===== src/isp_regs.svh =====
`ifndef ISP_REGS_SVH
`define ISP_REGS_SVH

// ****************************************
// register indices, byte address is four times the index
// ****************************************
`define ISP_IDX_CHIP_CONTROL 8'h9F
`define ISP_IDX_TRIGGER 8'hA4
`define ISP_IDX_ADDR_LOW 8'hA6
`define ISP_IDX_ADDR_HIGH 8'hA7
`define ISP_IDX_DATA 8'hAE
`define ISP_IDX_COMMAND 8'hAF
`define ISP_IDX_TIMED_ACCESS 8'hC7

// ****************************************
// fields
// ****************************************
`define ISP_CC_ENABLE_BIT 0
`define ISP_CC_LOADER_UPDATE_ENABLE_BIT 5
`define ISP_CC_FAULT_BIT 6
`define ISP_GO_BIT 0
`define ISP_CMD_REGION_MSB 7
`define ISP_CMD_REGION_LSB 6
`define ISP_CMD_OE_BIT 5
`define ISP_CMD_CE_BIT 4
`define ISP_CMD_OP_MSB 3
`define ISP_CMD_OP_LSB 0
`define ISP_RESET_BYTE 8'h00

// ****************************************
// command codes and regions
// ****************************************
`define ISP_OP_ERASE 4'h2
`define ISP_OP_PROGRAM 4'h1
`define ISP_OP_READ 4'h0
`define ISP_REGION_APP 2'h0
`define ISP_REGION_LOADER 2'h1
`define ISP_REGION_CONFIG 2'h3
`define ISP_CONFIG_LAST 16'h0003
`define ISP_PAGE_LOW 8'h00

// ****************************************
// unlock sequence and bus answers
// ****************************************
`define ISP_TA_KEY1 8'hAA
`define ISP_TA_KEY2 8'h55
`define ISP_TA_WINDOW 4'h4
`define ISP_RESP_OKAY 2'h0
`define ISP_RESP_DECERR 2'h3

// ****************************************
// timing and memory sizes
// ****************************************
`define ISP_CLK_FREQ_HZ 32'h0098_9680
`define ISP_RC_FREQ_HZ 32'h0151_8000
`define ISP_ERASE_CYCLES 32'h0000_C350
`define ISP_PROGRAM_CYCLES 32'h0000_012C
`define ISP_READ_CYCLES 32'h0000_0002
`define ISP_APP_BYTES 32'h0001_0000
`define ISP_LOADER_BYTES 32'h0000_1000

`endif


===== src/isp_pkg.sv =====
package isp_pkg;
	typedef enum {ST_IDLE, ST_BUSY} isp_state_type;
	typedef enum {TA_LOCKED, TA_HALF, TA_OPEN} isp_ta_type;
	typedef enum logic [1:0] {OPK_READ, OPK_PROGRAM, OPK_ERASE, OPK_BAD} isp_opkind_type;
endpackage


===== src/isp_flash_programmer.sv =====
// Design decision made here: the AXI4-Lite interface to the registers.
`timescale 1ns/1ps
`include "isp_regs.svh"

// Operation
// - enable bit 0 of chip_control, writes need the timed-access unlock
// - enable starts the RC timing oscillator, disable lets it stop
// - 16-bit address from high/low registers, data and command registers used
// - writing 1 to go starts an operation; trigger writes need unlock
// - program counter held during automation, released on completion
// - go is not stored; it acts only in the cycle of the trigger write
// - command: region bits 7:6, output enable 5, chip enable 4, op 3:0
// - fault when application code erases or programs application rom
// - fault when application code modifies loader rom with update disabled
// - fault when application code touches configuration bytes
// - fault when loader code modifies loader rom, or address oversize
// - fault when controlling code runs from external program memory
// - update enable bit 5 opens loader rom to application code
// - address high byte gives bits 15:8, resets to zero
// - address low byte gives bits 7:0, resets to zero
// - erase 0010, program 0001, read 0000; regions 00, 01, 11; both enables standby
// - page erase clears one 256-byte page, low address byte zero
// - data register written before program, holds read result after read
// - go bit always reads as zero
module isp_flash_programmer
	import isp_pkg::*;
#(
	parameter int ADDR_W = 12,
	parameter int ERASE_CYCLES = `ISP_ERASE_CYCLES,
	parameter int PROGRAM_CYCLES = `ISP_PROGRAM_CYCLES,
	parameter int READ_CYCLES = `ISP_READ_CYCLES,
	parameter int APP_BYTES = `ISP_APP_BYTES,
	parameter int LOADER_BYTES = `ISP_LOADER_BYTES
) (
	input logic aclk,
	input logic aresetn,
	input logic [ADDR_W-1:0] s_axi_awaddr,
	input logic s_axi_awvalid,
	output logic s_axi_awready,
	input logic [31:0] s_axi_wdata,
	input logic [3:0] s_axi_wstrb,
	input logic s_axi_wvalid,
	output logic s_axi_wready,
	output logic [1:0] s_axi_bresp,
	output logic s_axi_bvalid,
	input logic s_axi_bready,
	input logic [ADDR_W-1:0] s_axi_araddr,
	input logic s_axi_arvalid,
	output logic s_axi_arready,
	output logic [31:0] s_axi_rdata,
	output logic [1:0] s_axi_rresp,
	output logic s_axi_rvalid,
	input logic s_axi_rready,
	input logic code_in_loader,
	input logic code_external,
	output logic cpu_hold,
	output logic rc_osc_enable,
	output logic [17:0] flash_addr,
	output logic [7:0] flash_wdata,
	input logic [7:0] flash_rdata,
	output logic flash_erase,
	output logic flash_program,
	output logic flash_read,
	output logic flash_pump_enable
);
	// ****************************************
	// state
	// ****************************************
	logic enable_reg, enable_next;
	logic loader_update_enable_reg, loader_update_enable_next;
	logic fault_reg, fault_next;
	logic [7:0] addr_low_reg, addr_low_next;
	logic [7:0] addr_high_reg, addr_high_next;
	logic [7:0] cmd_reg, cmd_next;
	logic [7:0] data_reg, data_next;
	isp_state_type state_reg, state_next;
	isp_opkind_type kind_reg, kind_next;
	isp_ta_type ta_reg, ta_next;
	logic [3:0] ta_count_reg, ta_count_next;
	logic bvalid_reg, bvalid_next;
	logic [1:0] bresp_reg, bresp_next;
	logic rvalid_reg, rvalid_next;
	logic [31:0] rdata_reg, rdata_next;
	logic [1:0] rresp_reg, rresp_next;
	logic [17:0] faddr_reg, faddr_next;
	logic [7:0] fwdata_reg, fwdata_next;
	logic start_op, abort_op, op_done, wr_fire, rd_fire, go_write, illegal;
	logic [7:0] widx, ridx, wbyte;
	logic [1:0] region;
	isp_opkind_type op_kind;

	assign widx = s_axi_awaddr[9:2];
	assign ridx = s_axi_araddr[9:2];
	assign wbyte = s_axi_wdata[7:0];
	assign region = cmd_reg[`ISP_CMD_REGION_MSB:`ISP_CMD_REGION_LSB];
	assign wr_fire = s_axi_awvalid && s_axi_wvalid && !bvalid_reg;
	assign rd_fire = s_axi_arvalid && !rvalid_reg;

	// ****************************************
	// helpers
	// ****************************************
	function automatic logic mapped(input logic [7:0] idx);
		mapped = (idx == `ISP_IDX_CHIP_CONTROL) || (idx == `ISP_IDX_TRIGGER) ||
			(idx == `ISP_IDX_ADDR_LOW) || (idx == `ISP_IDX_ADDR_HIGH) ||
			(idx == `ISP_IDX_DATA) || (idx == `ISP_IDX_COMMAND) ||
			(idx == `ISP_IDX_TIMED_ACCESS);
	endfunction

	// output/chip enable pair must agree with the op code, else refused as illegal
	function automatic isp_opkind_type decode_op(input logic [7:0] c);
		logic oe, ce;
		logic [3:0] op;
		oe = c[`ISP_CMD_OE_BIT];
		ce = c[`ISP_CMD_CE_BIT];
		op = c[`ISP_CMD_OP_MSB:`ISP_CMD_OP_LSB];
		decode_op = OPK_BAD;
		if (!ce && oe && op == `ISP_OP_ERASE) decode_op = OPK_ERASE;
		if (!ce && oe && op == `ISP_OP_PROGRAM) decode_op = OPK_PROGRAM;
		if (!ce && !oe && op == `ISP_OP_READ) decode_op = OPK_READ;
	endfunction

	function automatic logic access_illegal(input logic [1:0] reg_sel,
		input isp_opkind_type k, input logic [15:0] a, input logic from_loader,
		input logic upd_en, input logic ext);
		logic modify;
		logic [31:0] wide;
		modify = (k == OPK_ERASE) || (k == OPK_PROGRAM);
		wide = {16'h0000, a};
		access_illegal = ext || (k == OPK_BAD);
		if (!from_loader) begin
			if (reg_sel == `ISP_REGION_APP && modify) access_illegal = 1'b1;
			if (reg_sel == `ISP_REGION_LOADER && modify && !upd_en)
				access_illegal = 1'b1;
			if (reg_sel == `ISP_REGION_CONFIG) access_illegal = 1'b1;
		end else if (reg_sel == `ISP_REGION_LOADER && modify) begin
			access_illegal = 1'b1;
		end
		unique case (reg_sel)
			`ISP_REGION_APP: if (wide >= 32'(APP_BYTES)) access_illegal = 1'b1;
			`ISP_REGION_LOADER: if (wide >= 32'(LOADER_BYTES)) access_illegal = 1'b1;
			`ISP_REGION_CONFIG: begin
				if (k != OPK_ERASE && a > `ISP_CONFIG_LAST) access_illegal = 1'b1;
			end
			default: access_illegal = 1'b1;
		endcase
	endfunction

	assign op_kind = decode_op(cmd_reg);
	assign go_write = wr_fire && s_axi_wstrb[0] && widx == `ISP_IDX_TRIGGER &&
		wbyte[`ISP_GO_BIT] && ta_reg == TA_OPEN && enable_reg && state_reg == ST_IDLE;
	assign illegal = access_illegal(region, op_kind, {addr_high_reg, addr_low_reg},
		code_in_loader, loader_update_enable_reg, code_external);
	// standby command (both enables set) starts no operation but still sets the fault flag
	assign start_op = go_write && !(cmd_reg[`ISP_CMD_OE_BIT] && cmd_reg[`ISP_CMD_CE_BIT]) &&
		!illegal;
	assign abort_op = state_reg == ST_BUSY && code_external;

	// ****************************************
	// registers, bus and sequencer
	// ****************************************
	always_comb begin
		enable_next = enable_reg;
		loader_update_enable_next = loader_update_enable_reg;
		fault_next = fault_reg;
		addr_low_next = addr_low_reg;
		addr_high_next = addr_high_reg;
		cmd_next = cmd_reg;
		data_next = data_reg;
		state_next = state_reg;
		kind_next = kind_reg;
		ta_next = ta_reg;
		ta_count_next = ta_count_reg;
		faddr_next = faddr_reg;
		fwdata_next = fwdata_reg;
		bvalid_next = bvalid_reg && !s_axi_bready;
		bresp_next = bresp_reg;
		rvalid_next = rvalid_reg && !s_axi_rready;
		rdata_next = rdata_reg;
		rresp_next = rresp_reg;
		// unlock window closes by itself after a few cycles
		if (ta_reg == TA_OPEN) begin
			ta_count_next = ta_count_reg - 4'h1;
			if (ta_count_reg == 4'h0) ta_next = TA_LOCKED;
		end
		if (wr_fire) begin
			bvalid_next = 1'b1;
			bresp_next = mapped(widx) ? `ISP_RESP_OKAY : `ISP_RESP_DECERR;
			if (s_axi_wstrb[0]) begin
				unique case (widx)
					`ISP_IDX_TIMED_ACCESS: begin
						ta_next = TA_LOCKED;
						if (wbyte == `ISP_TA_KEY1) ta_next = TA_HALF;
						if (wbyte == `ISP_TA_KEY2 && ta_reg == TA_HALF) begin
							ta_next = TA_OPEN;
							ta_count_next = `ISP_TA_WINDOW;
						end
					end
					`ISP_IDX_CHIP_CONTROL: begin
						ta_next = TA_LOCKED;
						if (ta_reg == TA_OPEN) begin
							enable_next = wbyte[`ISP_CC_ENABLE_BIT];
							loader_update_enable_next = wbyte[`ISP_CC_LOADER_UPDATE_ENABLE_BIT];
							if (!wbyte[`ISP_CC_FAULT_BIT]) fault_next = 1'b0;
						end
					end
					`ISP_IDX_TRIGGER: ta_next = TA_LOCKED;
					`ISP_IDX_ADDR_LOW: addr_low_next = wbyte;
					`ISP_IDX_ADDR_HIGH: addr_high_next = wbyte;
					`ISP_IDX_DATA: data_next = wbyte;
					`ISP_IDX_COMMAND: cmd_next = wbyte;
					default: ;
				endcase
			end
		end
		if (rd_fire) begin
			rvalid_next = 1'b1;
			rresp_next = mapped(ridx) ? `ISP_RESP_OKAY : `ISP_RESP_DECERR;
			rdata_next = 32'h0000_0000;
			unique case (ridx)
				`ISP_IDX_CHIP_CONTROL: begin
					rdata_next[`ISP_CC_ENABLE_BIT] = enable_reg;
					rdata_next[`ISP_CC_LOADER_UPDATE_ENABLE_BIT] = loader_update_enable_reg;
					rdata_next[`ISP_CC_FAULT_BIT] = fault_reg;
				end
				`ISP_IDX_ADDR_LOW: rdata_next[7:0] = addr_low_reg;
				`ISP_IDX_ADDR_HIGH: rdata_next[7:0] = addr_high_reg;
				`ISP_IDX_DATA: rdata_next[7:0] = data_reg;
				`ISP_IDX_COMMAND: rdata_next[7:0] = cmd_reg;
				default: ;
			endcase
		end
		// hardware set comes after the software clear, so a clash keeps the flag
		if (go_write && illegal) fault_next = 1'b1;
		if (start_op) begin
			state_next = ST_BUSY;
			kind_next = op_kind;
			faddr_next = {region, addr_high_reg, addr_low_reg};
			if (op_kind == OPK_ERASE) faddr_next[7:0] = `ISP_PAGE_LOW;
			fwdata_next = data_reg;
		end
		if (abort_op) begin
			fault_next = 1'b1;
			state_next = ST_IDLE;
		end else if (state_reg == ST_BUSY && op_done) begin
			state_next = ST_IDLE;
			if (kind_reg == OPK_READ) data_next = flash_rdata;
		end
	end

	always_ff @(posedge aclk) begin
		if (!aresetn) begin
			enable_reg <= 1'b0;
			loader_update_enable_reg <= 1'b0;
			fault_reg <= 1'b0;
			addr_low_reg <= `ISP_RESET_BYTE;
			addr_high_reg <= `ISP_RESET_BYTE;
			cmd_reg <= `ISP_RESET_BYTE;
			data_reg <= `ISP_RESET_BYTE;
			state_reg <= ST_IDLE;
			kind_reg <= OPK_READ;
			ta_reg <= TA_LOCKED;
			ta_count_reg <= 4'h0;
			faddr_reg <= 18'h0_0000;
			fwdata_reg <= `ISP_RESET_BYTE;
			bvalid_reg <= 1'b0;
			bresp_reg <= `ISP_RESP_OKAY;
			rvalid_reg <= 1'b0;
			rdata_reg <= 32'h0000_0000;
			rresp_reg <= `ISP_RESP_OKAY;
		end else begin
			enable_reg <= enable_next;
			loader_update_enable_reg <= loader_update_enable_next;
			fault_reg <= fault_next;
			addr_low_reg <= addr_low_next;
			addr_high_reg <= addr_high_next;
			cmd_reg <= cmd_next;
			data_reg <= data_next;
			state_reg <= state_next;
			kind_reg <= kind_next;
			ta_reg <= ta_next;
			ta_count_reg <= ta_count_next;
			faddr_reg <= faddr_next;
			fwdata_reg <= fwdata_next;
			bvalid_reg <= bvalid_next;
			bresp_reg <= bresp_next;
			rvalid_reg <= rvalid_next;
			rdata_reg <= rdata_next;
			rresp_reg <= rresp_next;
		end
	end

	// timing counted on aclk; the rc oscillator only needs to run while enabled
	isp_op_timer #(
		.ERASE_CYCLES(ERASE_CYCLES),
		.PROGRAM_CYCLES(PROGRAM_CYCLES),
		.READ_CYCLES(READ_CYCLES)
	) u_timer (
		.aclk(aclk),
		.aresetn(aresetn),
		.start(start_op),
		.abort(abort_op),
		.kind(op_kind),
		.done(op_done)
	);

	// ****************************************
	// outputs
	// ****************************************
	assign s_axi_awready = wr_fire;
	assign s_axi_wready = wr_fire;
	assign s_axi_bvalid = bvalid_reg;
	assign s_axi_bresp = bresp_reg;
	assign s_axi_arready = !rvalid_reg;
	assign s_axi_rvalid = rvalid_reg;
	assign s_axi_rdata = rdata_reg;
	assign s_axi_rresp = rresp_reg;
	assign cpu_hold = state_reg == ST_BUSY;
	assign rc_osc_enable = enable_reg;
	assign flash_addr = faddr_reg;
	assign flash_wdata = fwdata_reg;
	assign flash_erase = cpu_hold && kind_reg == OPK_ERASE;
	assign flash_program = cpu_hold && kind_reg == OPK_PROGRAM;
	assign flash_read = cpu_hold && kind_reg == OPK_READ;
	assign flash_pump_enable = flash_erase || flash_program;
endmodule


===== src/isp_op_timer.sv =====
`timescale 1ns/1ps
`include "isp_regs.svh"

module isp_op_timer
	import isp_pkg::*;
#(
	parameter int ERASE_CYCLES = `ISP_ERASE_CYCLES,
	parameter int PROGRAM_CYCLES = `ISP_PROGRAM_CYCLES,
	parameter int READ_CYCLES = `ISP_READ_CYCLES
) (
	input logic aclk,
	input logic aresetn,
	input logic start,
	input logic abort,
	input isp_opkind_type kind,
	output logic done
);
	logic [31:0] count_reg;
	logic [31:0] count_next;
	logic done_reg;
	logic done_next;

	// ****************************************
	// operation length, at least one cycle each
	// ****************************************
	function automatic logic [31:0] op_length(input isp_opkind_type k);
		logic [31:0] n;
		unique case (k)
			OPK_ERASE: n = 32'(ERASE_CYCLES);
			OPK_PROGRAM: n = 32'(PROGRAM_CYCLES);
			default: n = 32'(READ_CYCLES);
		endcase
		op_length = (n == 32'h0000_0000) ? 32'h0000_0001 : n;
	endfunction

	always_comb begin
		count_next = count_reg;
		done_next = 1'b0;
		if (abort) begin
			count_next = 32'h0000_0000;
		end else if (start) begin
			count_next = op_length(kind);
		end else if (count_reg != 32'h0000_0000) begin
			count_next = count_reg - 32'h0000_0001;
			done_next = (count_reg == 32'h0000_0001);
		end
	end

	always_ff @(posedge aclk) begin
		if (!aresetn) begin
			count_reg <= 32'h0000_0000;
			done_reg <= 1'b0;
		end else begin
			count_reg <= count_next;
			done_reg <= done_next;
		end
	end

	assign done = done_reg;
endmodule


===== config.mk =====
export PLATFORM = sky130hd
export DESIGN_NAME = isp_flash_programmer
export DESIGN_NICKNAME = d
export VERILOG_FILES = /design/src/isp_pkg.sv /design/src/isp_flash_programmer.sv /design/src/isp_op_timer.sv
export VERILOG_INCLUDE_DIRS = /design/src
export SDC_FILE = /design/constraint.sdc
export NUM_CORES = 1
export LEC_CHECK = 0
export BUFFER_PORTS_ARGS = -buffer_cell sky130_fd_sc_hd__buf_2
export CAP_MARGIN = 10
export CORE_AREA = 2 2 165 167
export DETAILED_ROUTE_END_ITERATION = 10
export DIE_AREA = 0 0 167 169
export PLACE_DENSITY = 0.49
export SYNTH_ARGS = -nofsm -noshare
export SYNTH_HDL_FRONTEND = slang
export SYNTH_SLANG_ARGS = --single-unit

===== constraint.sdc =====
create_clock -name aclk -period 3.4 [get_ports aclk]
set_clock_uncertainty 0.15 [all_clocks]
set_input_delay 0.34 -clock aclk [delete_from_list [all_inputs] [get_ports aclk]]
set_output_delay 0.34 -clock aclk [all_outputs]
set_load 0.02 [all_outputs]

# --- After elaboration in Yosys (flattened, before gate mapping) ---
# Index checks and enable logic that the tools add are counted.
classes:
  addsub: 2
  multipliers: 0
  n_div: 0
  order_cmp: 2
  n_eq_ne: 30
  shifts: 0
  mux: 51
  bitwise_logic: 2
  reduce_logical: 75
op_table:
  columns: ["op", "n"]
  rows:
  - ["$mux W32", 10]
  - ["$eq A8 B8 Y1 const B", 15]
  - ["$logic_not A32 Y1", 2]
  - ["$pmux W32 S2", 1]
  - ["$mux W8", 7]
  - ["$eq A32 B1 Y1 const B", 1]
  - ["$eq A32 B2 Y1 const B", 1]
  - ["$eq A32 B3 Y1 const B", 1]
  - ["$pmux W16 S2", 1]
  - ["$reduce_bool A32 Y1", 1]
  - ["$sub A32 B1 Y32 const B", 1]
  - ["$logic_and A1 B1 Y1", 30]
  - ["$mux W4", 5]
  - ["$mux W1", 18]
  - ["$ge A16 B13 Y1 const B", 1]
  - ["$gt A16 B2 Y1 const B", 1]
  - ["$pmux W4 S4", 1]
  - ["$logic_or A1 B1 Y1", 15]
  - ["$reduce_bool A3 Y1", 4]
  - ["$pmux W2 S5", 1]
  - ["$logic_not A1 Y1", 9]
  - ["$reduce_and A3 Y1", 3]
  - ["$eq A2 B2 Y1 const B", 4]
  - ["$eq A8 B7 Y1 const B", 1]
  - ["other kinds (19)", 28]
word_totals:
  reg_bits: 147
  latchBits: 0
  mem_bits_rw: 0
  mem_bits_ro: 0
  inputBits: 77
  output_inout_bits: 73
  elab_cells: 182
  n_memories: 0

# --- Longest topological paths before layout ---
# Gate-level depths: netlist of the first run.
logic_depth:
  word_depth: 22
  depth_mapped: 12
  mapped_depth_nobuf: 10

# --- Modules after synthesis ---
# From an unflattened synthesis of the first run, not the netlist that was laid out.
hier_totals:
  cells_unflattened: 756
  area_unflattened_um2: 6806.5
modules_own_cells:
  columns: ["module", "n_inst", "cells_each", "area_each_um2", "seq_area_each_um2"]
  rows:
  - ["isp_flash_programmer", 1, 548, 4979.8, 2242.2]
  - ["isp_op_timer", 1, 208, 1826.8, 660.6]

# --- Worst setup path before layout of the first run ---
# No wires, ideal clock.
synth_path:
  path_type: "register to register"
  startpoint: "register cmd_reg[2]"
  endpoint: "register faddr_reg[0] (netlist: flash_addr[0])"
  setup_ns: 0.070
  t_arrival_ns: 2.663
  t_required_ns: 3.180
  slack_ns: 0.516
  path_stages_with_launch: 13
  path_buffers: 2
  synth_period_minus_slack_ns: 2.884
  cell_sequence: "dfxtp_1 or3_1 or3_1 inv_1 ha_1 nand2_1 a311o_1 a221oi_2 and4_4 buf_6 buf_8 nand3b_1 a21oi_1"
synth_via:
  elab_chain_cells: 16
  word_cells_on_any_way: 30
  cone_classes: "eq/ne (6); mux (12); reduce/logical (12)"
synth_rtl:
  columns: ["element", "line", "rtl"]
  rows:
  - ["from (decl)", "isp_flash_programmer.sv:74", "logic [7:0] cmd_reg, cmd_next;"]
  - ["from (signal assigned)", "isp_flash_programmer.sv:257", "cmd_reg <= `ISP_RESET_BYTE;"]
  - ["from (signal assigned)", "isp_flash_programmer.sv:276", "cmd_reg <= cmd_next;"]
  - ["$eq A4 B2 Y1 (no line)", null, null]
  - ["$logic_and A1 B1 Y1 (no line)", null, null]
  - ["$mux W1", "isp_flash_programmer.sv:117", "if (!ce && oe && op == `ISP_OP_ERASE) decode_op = OPK_ERASE;"]
  - ["$mux W2", "isp_flash_programmer.sv:118", "if (!ce && oe && op == `ISP_OP_PROGRAM) decode_op = OPK_PROGRAM;"]
  - ["$mux W2 *", "isp_flash_programmer.sv:119", "if (!ce && !oe && op == `ISP_OP_READ) decode_op = OPK_READ;"]
  - ["named net op_kind[0]", "isp_flash_programmer.sv:90", "isp_opkind_type op_kind;"]
  - ["$eq A2 B2 Y1 / $eq A2 B1 Y1 (equally long branches)", "isp_flash_programmer.sv:127, isp_flash_programmer.sv:238", null]
  - ["$logic_or A1 B1 Y1", "isp_flash_programmer.sv:127", "modify = (k == OPK_ERASE) || (k == OPK_PROGRAM);"]
  - ["$logic_and A1 B1 Y1, on equally long branches", "isp_flash_programmer.sv:131, isp_flash_programmer.sv:132, isp_flash_programmer.sv:135", null]
  - ["$mux W1 / $logic_and A1 B1 Y1 (equally long branches)", "isp_flash_programmer.sv:131, isp_flash_programmer.sv:132", null]
  - ["$mux W1", "isp_flash_programmer.sv:132", "if (reg_sel == `ISP_REGION_LOADER && modify && !upd_en)"]
  - ["$mux W1", "isp_flash_programmer.sv:134", "if (reg_sel == `ISP_REGION_CONFIG) access_illegal = 1'b1;"]
  - ["$mux W1", "isp_flash_programmer.sv:130", "if (!from_loader) begin"]
  - ["$mux W1, on equally long branches", "isp_flash_programmer.sv:142, isp_flash_programmer.sv:140", null]
  - ["$pmux W1 S3", "isp_flash_programmer.sv:138", "unique case (reg_sel)"]
  - ["$logic_not A1 Y1", "isp_flash_programmer.sv:155", "!illegal;"]
  - ["$logic_and A1 B1 Y1", "isp_flash_programmer.sv:154", "assign start_op = go_write && !(cmd_reg[`ISP_CMD_OE_BIT] && cmd_reg[`ISP_CMD_CE_BIT]) &&"]
  - ["to (signal assigned)", "isp_flash_programmer.sv:282", "faddr_reg <= faddr_next;"]
  - ["to (decl)", "isp_flash_programmer.sv:85", "logic [17:0] faddr_reg, faddr_next;"]
# Mark *: on every way through the listed nets, which the timed path passes. The rest lies on a longest branch.
# A chain may end at the register's enable or synchronous reset.

# --- Final worst setup path of the first run ---
layout_path:
  startpoint: "register cmd_reg[2]"
  endpoint: "register faddr_reg[16] (netlist: flash_addr[16])"
layout_via:
  elab_chain_cells: 16
  word_cells_on_any_way: 29
  cone_classes: "eq/ne (6); mux (11); reduce/logical (12)"
layout_rtl:
  columns: ["element", "line"]
  rows:
  - ["$eq A4 B2 Y1 (no line)", null]
  - ["$logic_and A1 B1 Y1 (no line)", null]
  - ["$mux W1", "isp_flash_programmer.sv:117"]
  - ["$mux W2", "isp_flash_programmer.sv:118"]
  - ["$mux W2 *", "isp_flash_programmer.sv:119"]
  - ["named net op_kind[0]", "isp_flash_programmer.sv:90"]
  - ["$eq A2 B2 Y1 / $eq A2 B1 Y1 (equally long branches)", "isp_flash_programmer.sv:127"]
  - ["$logic_or A1 B1 Y1", "isp_flash_programmer.sv:127"]
  - ["$logic_and A1 B1 Y1, on equally long branches", "isp_flash_programmer.sv:131, isp_flash_programmer.sv:132, isp_flash_programmer.sv:135"]
  - ["$mux W1 / $logic_and A1 B1 Y1 (equally long branches)", "isp_flash_programmer.sv:131, isp_flash_programmer.sv:132"]
  - ["$mux W1", "isp_flash_programmer.sv:132"]
  - ["$mux W1", "isp_flash_programmer.sv:134"]
  - ["$mux W1", "isp_flash_programmer.sv:130"]
  - ["$mux W1, on equally long branches", "isp_flash_programmer.sv:142, isp_flash_programmer.sv:140"]
  - ["$pmux W1 S3 *", "isp_flash_programmer.sv:138"]
  - ["$logic_not A1 Y1 *", "isp_flash_programmer.sv:155"]
  - ["$logic_and A1 B1 Y1 *", "isp_flash_programmer.sv:154"]
# Marks and branches as above.

==> impl_metrics.toml, run 1 <==
[floorplan]
rows = 60
start_util_pct = 24.5
core_um2 = 26500
fp.dieW_um = 167
die_h_um = 169
fp.dieArea_um2 = 28200
ios = 150

[worst_setup_path]
end_kind = "register"
worstPathArrival_ps = 3360
path_max_fanout = 7
startpoint_type = "register"
worst-setup-path-type = "register to register"
crit_required_ps = 3550

[placed_design]
dp_hpwl_um = 12800
placed_cells_incl_taps = 1146
port_buffers = 90
dpl_cell_area_um2 = 7210
gp_congestion = 0.786
dpl_worst_slack_ps = 117

[min_path]
hp-class = "primary input to register"

[timing]
setup_viol = 0
worst_slew_pin_slew_ps = 802
finalSetupTns_ps = 0
maxSlewHeadroom_pct = 46.1
fin_crit_sh_pct = 94.5
rsz0062_at_grt = "no"
setup_slack_ps = 187
max_freq_ghz = 0.311
final_max_slew_viol_count = 0
hold_ws_ps = 32.1
hold_viol = 0
period_minus_slack_ps = 3210

[power]
swShare_pct = 30.9
power_density_nw_per_um2 = 740
p_int_mw = 4.08
ir_drop_uv = 352
p_leak_nw = 3.37
p_switching_mw = 1.83
power.share.sequential_pct = 34.5
power_frac_comb_pct = 27.5
clkPwrFrac_pct = 38.0
finalPower_mw = 5.90

[clock_tree]
clkSinkCount = 145
clk-insertion-delay-late_ps = 420
root_buffer = "clkbuf_16"
cts_buffers = 17
cts_tree = "done"
clkSlewWorstSetupHoldPaths_ps = 60
htreeDepth = 4
clock_path_buffers = 2

[layout]
fin_util_pct = 30.1
fill_cells = 2777
area_growth_pct = 22.7
diodes = 0
fin_nets = 911
layoutNonFillerInstCount = 1181
fin_area_um2 = 7980
drive_above_1_share_pct = 18.2

[synth]
seq_area_frac_synth_pct = 44.7
avgSynthCellArea_um2 = 8.83
synth_edf_count = 0
synth_flop_cell = "dfxtp_1"
async_flop_share_pct = 0
yosys_warnings = 0
synth_area_um2 = 6500
synthDistinctLibCells = 60
ys_seq_elements = 145
synthCells = 736

[global_routing]
grt_pass1_wl_um = 27500
grt_usage_pct = 12.4
grt-ovfl-total = 0
grt_pass1_vias = 4980
antenna_found_initial = 0
grt_start_max_net_pins = 41

[route]
wire_per_inst_um = 15.0
firstDrtPassIters = 5
ant_nets = 0
drt_iter0_drc = 388
vias = 5390
vias_per_cell = 4.56
drc = 0
wirelength_um = 17700

[outcome]
status = "complete, no violations"

[flow_run]
max_cap_violations = 0
## repair_timing
item	CTS	global route
gates resized for setup	0	5
endpoints found under the hold margin	1	0
endpoints found under the setup margin	0	43
hold buffers	1	0
buffers inserted	0	1
## final timing paths
kind	from	to	slack [ps]	cells after the start
setup / recovery	cmd_reg[2]$_SDFFE_PN0P_	flash_addr[16]$_SDFFE_PN0P_	190	12
hold / removal	s_axi_bready	s_axi_bvalid$_SDFF_PN0_	30	3
setup reg to reg	cmd_reg[2]$_SDFFE_PN0P_	flash_addr[16]$_SDFFE_PN0P_	190	12
hold reg to reg	flash_addr[14]$_SDFFE_PN0P_	flash_addr[14]$_SDFFE_PN0P_	300	2
## critical path, cell delays in order, from the launching register on
cell and delay [ps]:
dfxtp_1 320, or3_1 390, or3_1 410, inv_1 130
ha_1 180, nand2_1 60, a311o_1 380, a221oi_4 290
nand4_1 260, buf_4 240, buf_4 150, nand2_1 70
a21oi_1 50
## cell usage in the layout (no fill, tap or decap), types with 13 or more instances in the layout
master,n
dfxtp_1,145
buf_2,90
nor2_1,78
nand2_1,76
a21oi_1,53
mux2i_1,37
and2_1,31
o21ai_0,24
conb_1,24
nor4_1,22
nor3_1,21
xnor2_1,21
clkbuf_16,17
nand3b_1,16
or3_1,15
xor2_1,13
buf_4,13
## synth_stat cells (3+ instances only)
master	count	share of area (%)
ha_1	7	1.3
a21oi_1	53	4.1
nand4b_1	3	0.40
nand2b_1	4	0.38
nor3b_1	4	0.46
inv_1	12	0.69
or3_1	15	1.4
o21ai_0	24	1.8
xnor2_1	21	2.8
xor2_1	13	1.8
nor4_2	5	0.96
nand3_1	11	0.85
nand4_1	10	0.96
or4_1	6	0.69
nor4b_1	3	0.40
buf_2	4	0.31
nand3b_1	16	1.8
and2_1	31	3.0
buf_6	3	0.52
buf_4	28	3.2
a221oi_1	7	0.94
nor2_1	78	4.5
clkbuf_1	21	1.2
nor2b_1	7	0.67
nor4_1	23	2.2
dfxtp_1	145	45
a31oi_1	5	0.48
nand2_1	77	4.4
a22o_1	5	0.67
mux2i_1	37	5.7
nor3_1	21	1.6
a211oi_1	4	0.46
## power by group through the flow
stage	Clock (mW)	Combinational, mW	Sequential, mW
3_5_place_dp	0	1.63	2.07
4_1_cts	2.28	1.63	2.04
3_3_place_gp	0	1.61	2.07
6_report	2.24	1.62	2.04
5_1_grt	2.35	1.83	2.07
2_1_floorplan	0	1.32	2.04
## metal layers
metal  part of all wire [%]  global-route usage (%)  wire (um)
met3                    3.0                    2.50        526
met2                     44                    18.5       7740
met4                    1.1                    3.60        193
met5                      0                       0          0
met1                     52                    17.9       9210
## final cells by class
class / instances / area (um2) / share of cell area [%]
multi-input combinational: 544 / 3300 / 41.4
sequential: 145 / 2900 / 36.4
timing repair buffer: 106 / 581 / 7.28
clock buffer: 23 / 488 / 6.12
tap: 341 / 427 / 5.35
clock inverter: 9 / 224 / 2.81
inverter: 13 / 48.8 / 0.612
## cells by family after synthesis
family                   Yosys count  synth area share [%]
XOR/XNOR                          34                  4.58
other                              1                0.0577
multiplexers                      37                  5.70
flip-flops                       145                  44.7
buffers and inverters             71                  6.31
adder cells (fa/ha/maj)            7                  1.35
AND/OR/NAND/NOR                  328                  26.9
AO/OA/AOI/OAI                    113                  10.5
(Power assumes the default switching activity.)
==> run 2: changes to the inputs <==
--- a/config.mk
+++ b/config.mk
@@ -10,8 +10,9 @@
 export CAP_MARGIN = 10
-export CORE_AREA = 2 2 165 167
+export CORE_AREA = 2 2 169 171
 export DETAILED_ROUTE_END_ITERATION = 10
-export DIE_AREA = 0 0 167 169
-export PLACE_DENSITY = 0.49
+export DIE_AREA = 0 0 171 173
+export PLACE_DENSITY = 0.48
 export SYNTH_ARGS = -nofsm -noshare
 export SYNTH_HDL_FRONTEND = slang
+export SYNTH_HIERARCHICAL = 1
 export SYNTH_SLANG_ARGS = --single-unit
--- a/constraint.sdc
+++ b/constraint.sdc
@@ -4,2 +4,2 @@
 set_output_delay 0.34 -clock aclk [all_outputs]
-set_load 0.02 [all_outputs]
+set_load 0.01 [all_outputs]
==> impl_metrics.toml, run 2 <==
[global_routing]
antenna_found_initial = 0
grt_start_max_net_pins = 54
grt_usage_pct = 13.2
gr-usage-met2_pct = 19.4
grt_pass1_wl_um = 30700
busiest_layer = "met2"
met3_usage_pct = 2.66
grt_util_met1_pct = 19.3
grt-ovfl-total = 0
grt_pass1_vias = 5638

[power]
p_int_mw = 3.66
p_switching_mw = 2.08
power.share.sequential_pct = 35.6
ir_drop_uv = 492
power_density_nw_per_um2 = 679
p_leak_nw = 3.30
power_frac_comb_pct = 33.7
clkPwrFrac_pct = 30.7
swShare_pct = 36.2

[synth]
yosysMostFrequentCell = "dfxtp_1"
synthCells = 756
synth_area_um2 = 6810
avgSynthCellArea_um2 = 9.00
synthTopCellsByArea = "dfxtp_1 43%, mux2i_1 7.1%, nor2_1 4.1%, a21oi_1 4.0%, and2_1 3.1%"
yosysTopAreaCellShare_pct = 42.6
async_flop_share_pct = 0
yosys-top-cells-count = "145 x dfxtp_1, 75 x nor2_1, 55 x a21oi_1"
synth_top_area_cell = "dfxtp_1"
synthDistinctLibCells = 71
synth_flop_cell = "dfxtp_1"
yosys_warnings = 6
ys_seq_elements = 145
seq_area_frac_synth_pct = 42.6
synth_edf_count = 0

[floorplan]
fp.dieW_um = 171
start_util_pct = 24.6
die_h_um = 173
rows = 61
core_um2 = 27600
ios = 150
fp.dieArea_um2 = 29600

[route]
wirelength_um = 19000
ant_nets = 0
drc = 0
vias_per_cell = 4.63
drt_iter0_drc = 329
vias = 5840
wire_per_inst_um = 15.0
firstDrtPassIters = 4

[worst_setup_path]
worst-setup-path-type = "register to register"
path_max_fanout = 7
worstPathArrival_ps = 3480
crit_required_ps = 3620
end_kind = "register"
startpoint_type = "register"

[clock_tree]
cts_buffers = 17
clkSinkCount = 145
htreeDepth = 4
clkSlewWorstSetupHoldPaths_ps = 70
root_buffer = "clkbuf_16"
clk-insertion-delay-late_ps = 430
clock_path_buffers = 2
cts_tree = "done"

[layout]
drive_above_1_share_pct = 23.0
fill_cells = 2996
fin_util_pct = 30.6
fin_nets = 957
final_cell_mix = "145 x dfxtp_1, 90 x buf_2, 74 x nor2_1"
area_growth_pct = 24.1
mostFrequentLayoutCell = "dfxtp_1"
diodes = 0

[flow_run]
max_cap_violations = 0

[timing]
max_freq_ghz = 0.307
worst_slew_pin_slew_ps = 1010
final_max_slew_viol_count = 0
maxSlewHeadroom_pct = 32.5
hold_viol = 0
hold_ws_ps = 27.4
setup_viol = 0
period_minus_slack_ps = 3260
fin_crit_sh_pct = 95.8

[placed_design]
gp_congestion = 0.779
port_buffers = 90
dp_hpwl_um = 13800

[min_path]
hp-class = "primary input to register"

[outcome]
status = "complete, no violations"
run 2: worst paths after layout:
| path | startpoint | end | slack, ps | depth (start not counted) |
|---|---|---|---|---|
| setup reg to reg | cmd_reg[2]$_SDFFE_PN0P_ | u_timer/count_reg[31]$_SDFFE_PP0P_ | 140 | 14 |
| hold reg to reg | s_axi_rdata[2]$_SDFFE_PN0P_ | s_axi_rdata[2]$_SDFFE_PN0P_ | 300 | 2 |
| hold / removal | s_axi_bready | s_axi_bvalid$_SDFF_PN0_ | 30 | 3 |
| setup / recovery | cmd_reg[2]$_SDFFE_PN0P_ | u_timer/count_reg[31]$_SDFFE_PP0P_ | 140 | 14 |
run 2: repair_timing:
action	4_1_cts	5_1_grt
gates resized for setup	1	14
cloned	0	0
setup endpoints to repair	1	23
hold buffers	1	0
setup buffers	0	5
pin swaps	1	4
endpoints found under the hold margin	1	0
run 2: power by group through the flow:
stage	logic (mW)	clock network, mW	registers, mW
after global routing	2.15	1.89	2.07
final	1.93	1.76	2.04
after floorplan	1.45	0	2.04
after CTS	1.87	1.81	2.04
after global placement	1.86	0	2.08
after detailed placement	1.86	0	2.08
run 2: cell type report:
type,instances,area [um2],share of cell area [%]
timing repair buffer,138,817,9.67
clock buffer,18,439,5.20
inverter,15,58.8,0.696
multi-input combinational,556,3640,43.1
clock inverter,12,113,1.33
sequential,145,2900,34.4
tap,378,473,5.60
run 2: cell families after synthesis:
family	after synthesis	share of synthesized area, %
buffers and inverters	78	6.12
DFF	145	42.6
xor gates and xnor gates	23	2.96
adders and majority gates	7	1.29
and+or+nand+nor	298	26.2
AOI/OAI and AO/OA	156	13.7
other	1	0.0551
muxes	48	7.06
run 2: metal layers:
metal | vias up | wire [um] | share of wire [%]
met3 | 16 | 668 | 3.5
met2 | 111 | 8210 | 43
met4 | 0 | 195 | 1.0
met5 | - | 0 | 0
met1 | 2771 | 9880 | 52
li1 | 2942 | - | -
run 2: critical path: stages, from the launching register on:
cell      delay, ps
dfxtp_1         310
or3_4           380
or3_4           360
inv_4            80
ha_4            140
nand2_1          70
a311oi_2        340
o211a_1         220
and2_4          150
nor4b_2          50
nand4_1         130
nor2_2           60
buf_6           140
or4_4           510
a21oi_2         120
run 2: through the flow:
stage / TNS, ps / setup slack (ps) / area (um2) / total power [mW] / std cells
after detailed placement: -22.3 / -22.3 / 7780 / 3.94 / 1226
final: 0 / 143 / 8450 / 5.74 / 1262
after global routing: -78.9 / -30.4 / 8450 / 6.11 / 1262
after global placement: -18.2 / -18.2 / 7780 / 3.93 / 1226
after floorplan: 0 / 117 / 6890 / 3.49 / 779
after CTS: 0 / 14.8 / 8350 / 5.72 / 1257
==> run 3: changes to the inputs <==
HOLD_SLACK_MARGIN = 0.03   (was default)
==> impl_metrics.toml, run 3 (synthesis results as in run 2) <==
[outcome]
status = "complete, no violations"

[route]
ant_nets = 0
vias_per_cell = 4.63
firstDrtPassIters = 4
wire_per_inst_um = 15.0
drc = 0
vias = 5848
wirelength_um = 19000
drt_iter0_drc = 364

[worst_setup_path]
cpMaxStageDelayCell = "or4_4"
critPathBufInv = 2
end_kind = "register"
startpoint_type = "register"
path_common_cell = "or3_4"
r2r_slack_ps = 140
path_cells = "or3_4 > or3_4 > inv_4 > ha_4 > nand2_1 > a311oi_2 > o211a_1 > and2_4 > nor4b_2 > nand4_1 > nor2_2 > buf_6 > or4_4 > a21oi_2"
crit_required_ps = 3620
setup.worst_path.start = "cmd_reg[2]$_SDFFE_PN0P_"
rr_worst_depth = 14
worstPathArrival_ps = 3480
reg2reg_to = "u_timer/count_reg[31]$_SDFFE_PP0P_"
path_max_fanout = 7
r2r_start = "cmd_reg[2]$_SDFFE_PN0P_"
worst-setup-path-type = "register to register"
critical_path.top_delay_family = "simple AND/OR/NAND/NOR gates"
max_stage_delay_ps = 510

[global_routing]
grt_pass1_vias = 5650
antenna_found_initial = 0
grt-ovfl-total = 0
met3_usage_pct = 2.66
busiest_layer = "met2"
grt_start_max_net_pins = 54
grt_pass1_wl_um = 30800
grt_usage_pct = 13.2
grt_util_met1_pct = 19.3
gr-usage-met2_pct = 19.4

[layout]
mostFrequentLayoutCell = "dfxtp_1"
multi_input_area_um2 = 3640
layoutNonFillerInstCount = 1264
drive_above_1_share_pct = 22.9
final_cell_mix = "145 x dfxtp_1, 90 x buf_2, 74 x nor2_1"
fill_cells = 2991
seq_area_um2 = 2900
diodes = 0
fin_nets = 959
area_growth_pct = 24.4

[floorplan]
fp.dieW_um = 171
fp.dieArea_um2 = 29600
start_util_pct = 24.6
rows = 61
ios = 150
die_h_um = 173
core_um2 = 27600

[clock_tree]
cts_buffers = 17
cts_tree = "done"
htreeDepth = 4
clkSlewWorstSetupHoldPaths_ps = 60
clock_path_buffers = 2
clk-insertion-delay-late_ps = 430
clkSinkCount = 145
root_buffer = "clkbuf_16"

[timing]
max_freq_ghz = 0.307
hold_viol = 0
final_max_slew_viol_count = 0
maxSlewHeadroom_pct = 32.6
fin_crit_sh_pct = 96.0
period_minus_slack_ps = 3260
worst_slew_pin_slew_ps = 1010
finalSetupTns_ps = 0
setup_viol = 0

[placed_design]
dp_hpwl_um = 13800
gp_congestion = 0.779
port_buffers = 90
placed_cells_incl_taps = 1226

[power]
ir_drop_uv = 498
p_leak_nw = 3.31
power_density_nw_per_um2 = 678
finalPower_mw = 5.74

[min_path]
hold_depth = 3
hold-path-endpoint = "data_reg[1]$_SDFF_PN0_"
min-delay-start = "flash_rdata[1]"
hp-class = "primary input to register"

[flow_run]
max_cap_violations = 0
## run 3: cell types whose count changed in the layout (fill, tap and decap cells not counted)
cell           previous run  this run
dlygate4sd3_1             1         3
## run 3: worst register-to-register path: stages, from the launching register on
cell      delay (ps)
dfxtp_1          310
or3_4            380
or3_4            360
inv_4             80
ha_4             140
nand2_1           70
a311oi_2         340
o211a_1          220
and2_4           150
nor4b_2           50
nand4_1          130
nor2_2            60
buf_6            140
or4_4            510
a21oi_2          120
## run 3: worst max path at each step
| stage | end | cells past startpoint |
|---|---|---|
| 2_1_floorplan | u_timer/count_reg[29]$_SDFFE_PP0P_ | 14 |
| 3_3_place_gp | u_timer/count_reg[31]$_SDFFE_PP0P_ | 11 |
| 3_5_place_dp | u_timer/count_reg[31]$_SDFFE_PP0P_ | 14 |
| 4_1_cts | u_timer/count_reg[31]$_SDFFE_PP0P_ | 14 |
| 5_1_grt | u_timer/count_reg[27]$_SDFFE_PP0P_ | 15 |
| 6_report | u_timer/count_reg[31]$_SDFFE_PP0P_ | 14 |
## run 3: metal layers
layer  up-vias  share of wire [%]
met5         -                  0
met1      2778                 52
met3        16                3.6
met2       109                 44
li1       2945                  -
met4         0                1.0
## run 3: final cells by class
cell class | count | share of cell area [%]
clock inverters | 12 | 1.33
inverters | 15 | 0.694
clock buffers | 18 | 5.19
repair buffers | 140 | 9.88
flip-flops and latches | 145 | 34.3
multi-input cells | 556 | 43.0
well taps | 378 | 5.59
## run 3: report_power, final
| part | total [mW] | internal [mW] | switching [mW] |
|---|---|---|---|
| logic | 1.94 | 0.790 | 1.15 |
| registers | 2.04 | 1.85 | 0.190 |
| clock network | 1.76 | 1.02 | 0.743 |
| total | 5.74 | 3.66 | 2.08 |
## run 3: stage by stage
step                      setup slack (ps)  hold WS, ps  instance area, um2  util, %
after global placement               -18.2          292                7780     28.2
after detailed placement             -22.3          294                7780     28.2
after global routing                 -30.4         66.7                8470     30.6
final                                  137         60.1                8470     30.6
after CTS                             14.8         45.0                8370     30.3
after floorplan                        117          280                6890        -
## run 3: what timing repair did
| action | in CTS | in global routing |
|---|---|---|
| pin swaps | 1 | 4 |
| hold buffers | 3 | 0 |
| setup endpoints to repair | 1 | 23 |
| gates resized for setup | 1 | 14 |
| endpoints found under the hold margin | 2 | 0 |
| setup buffers | 0 | 5 |
| cloned | 0 | 0 |
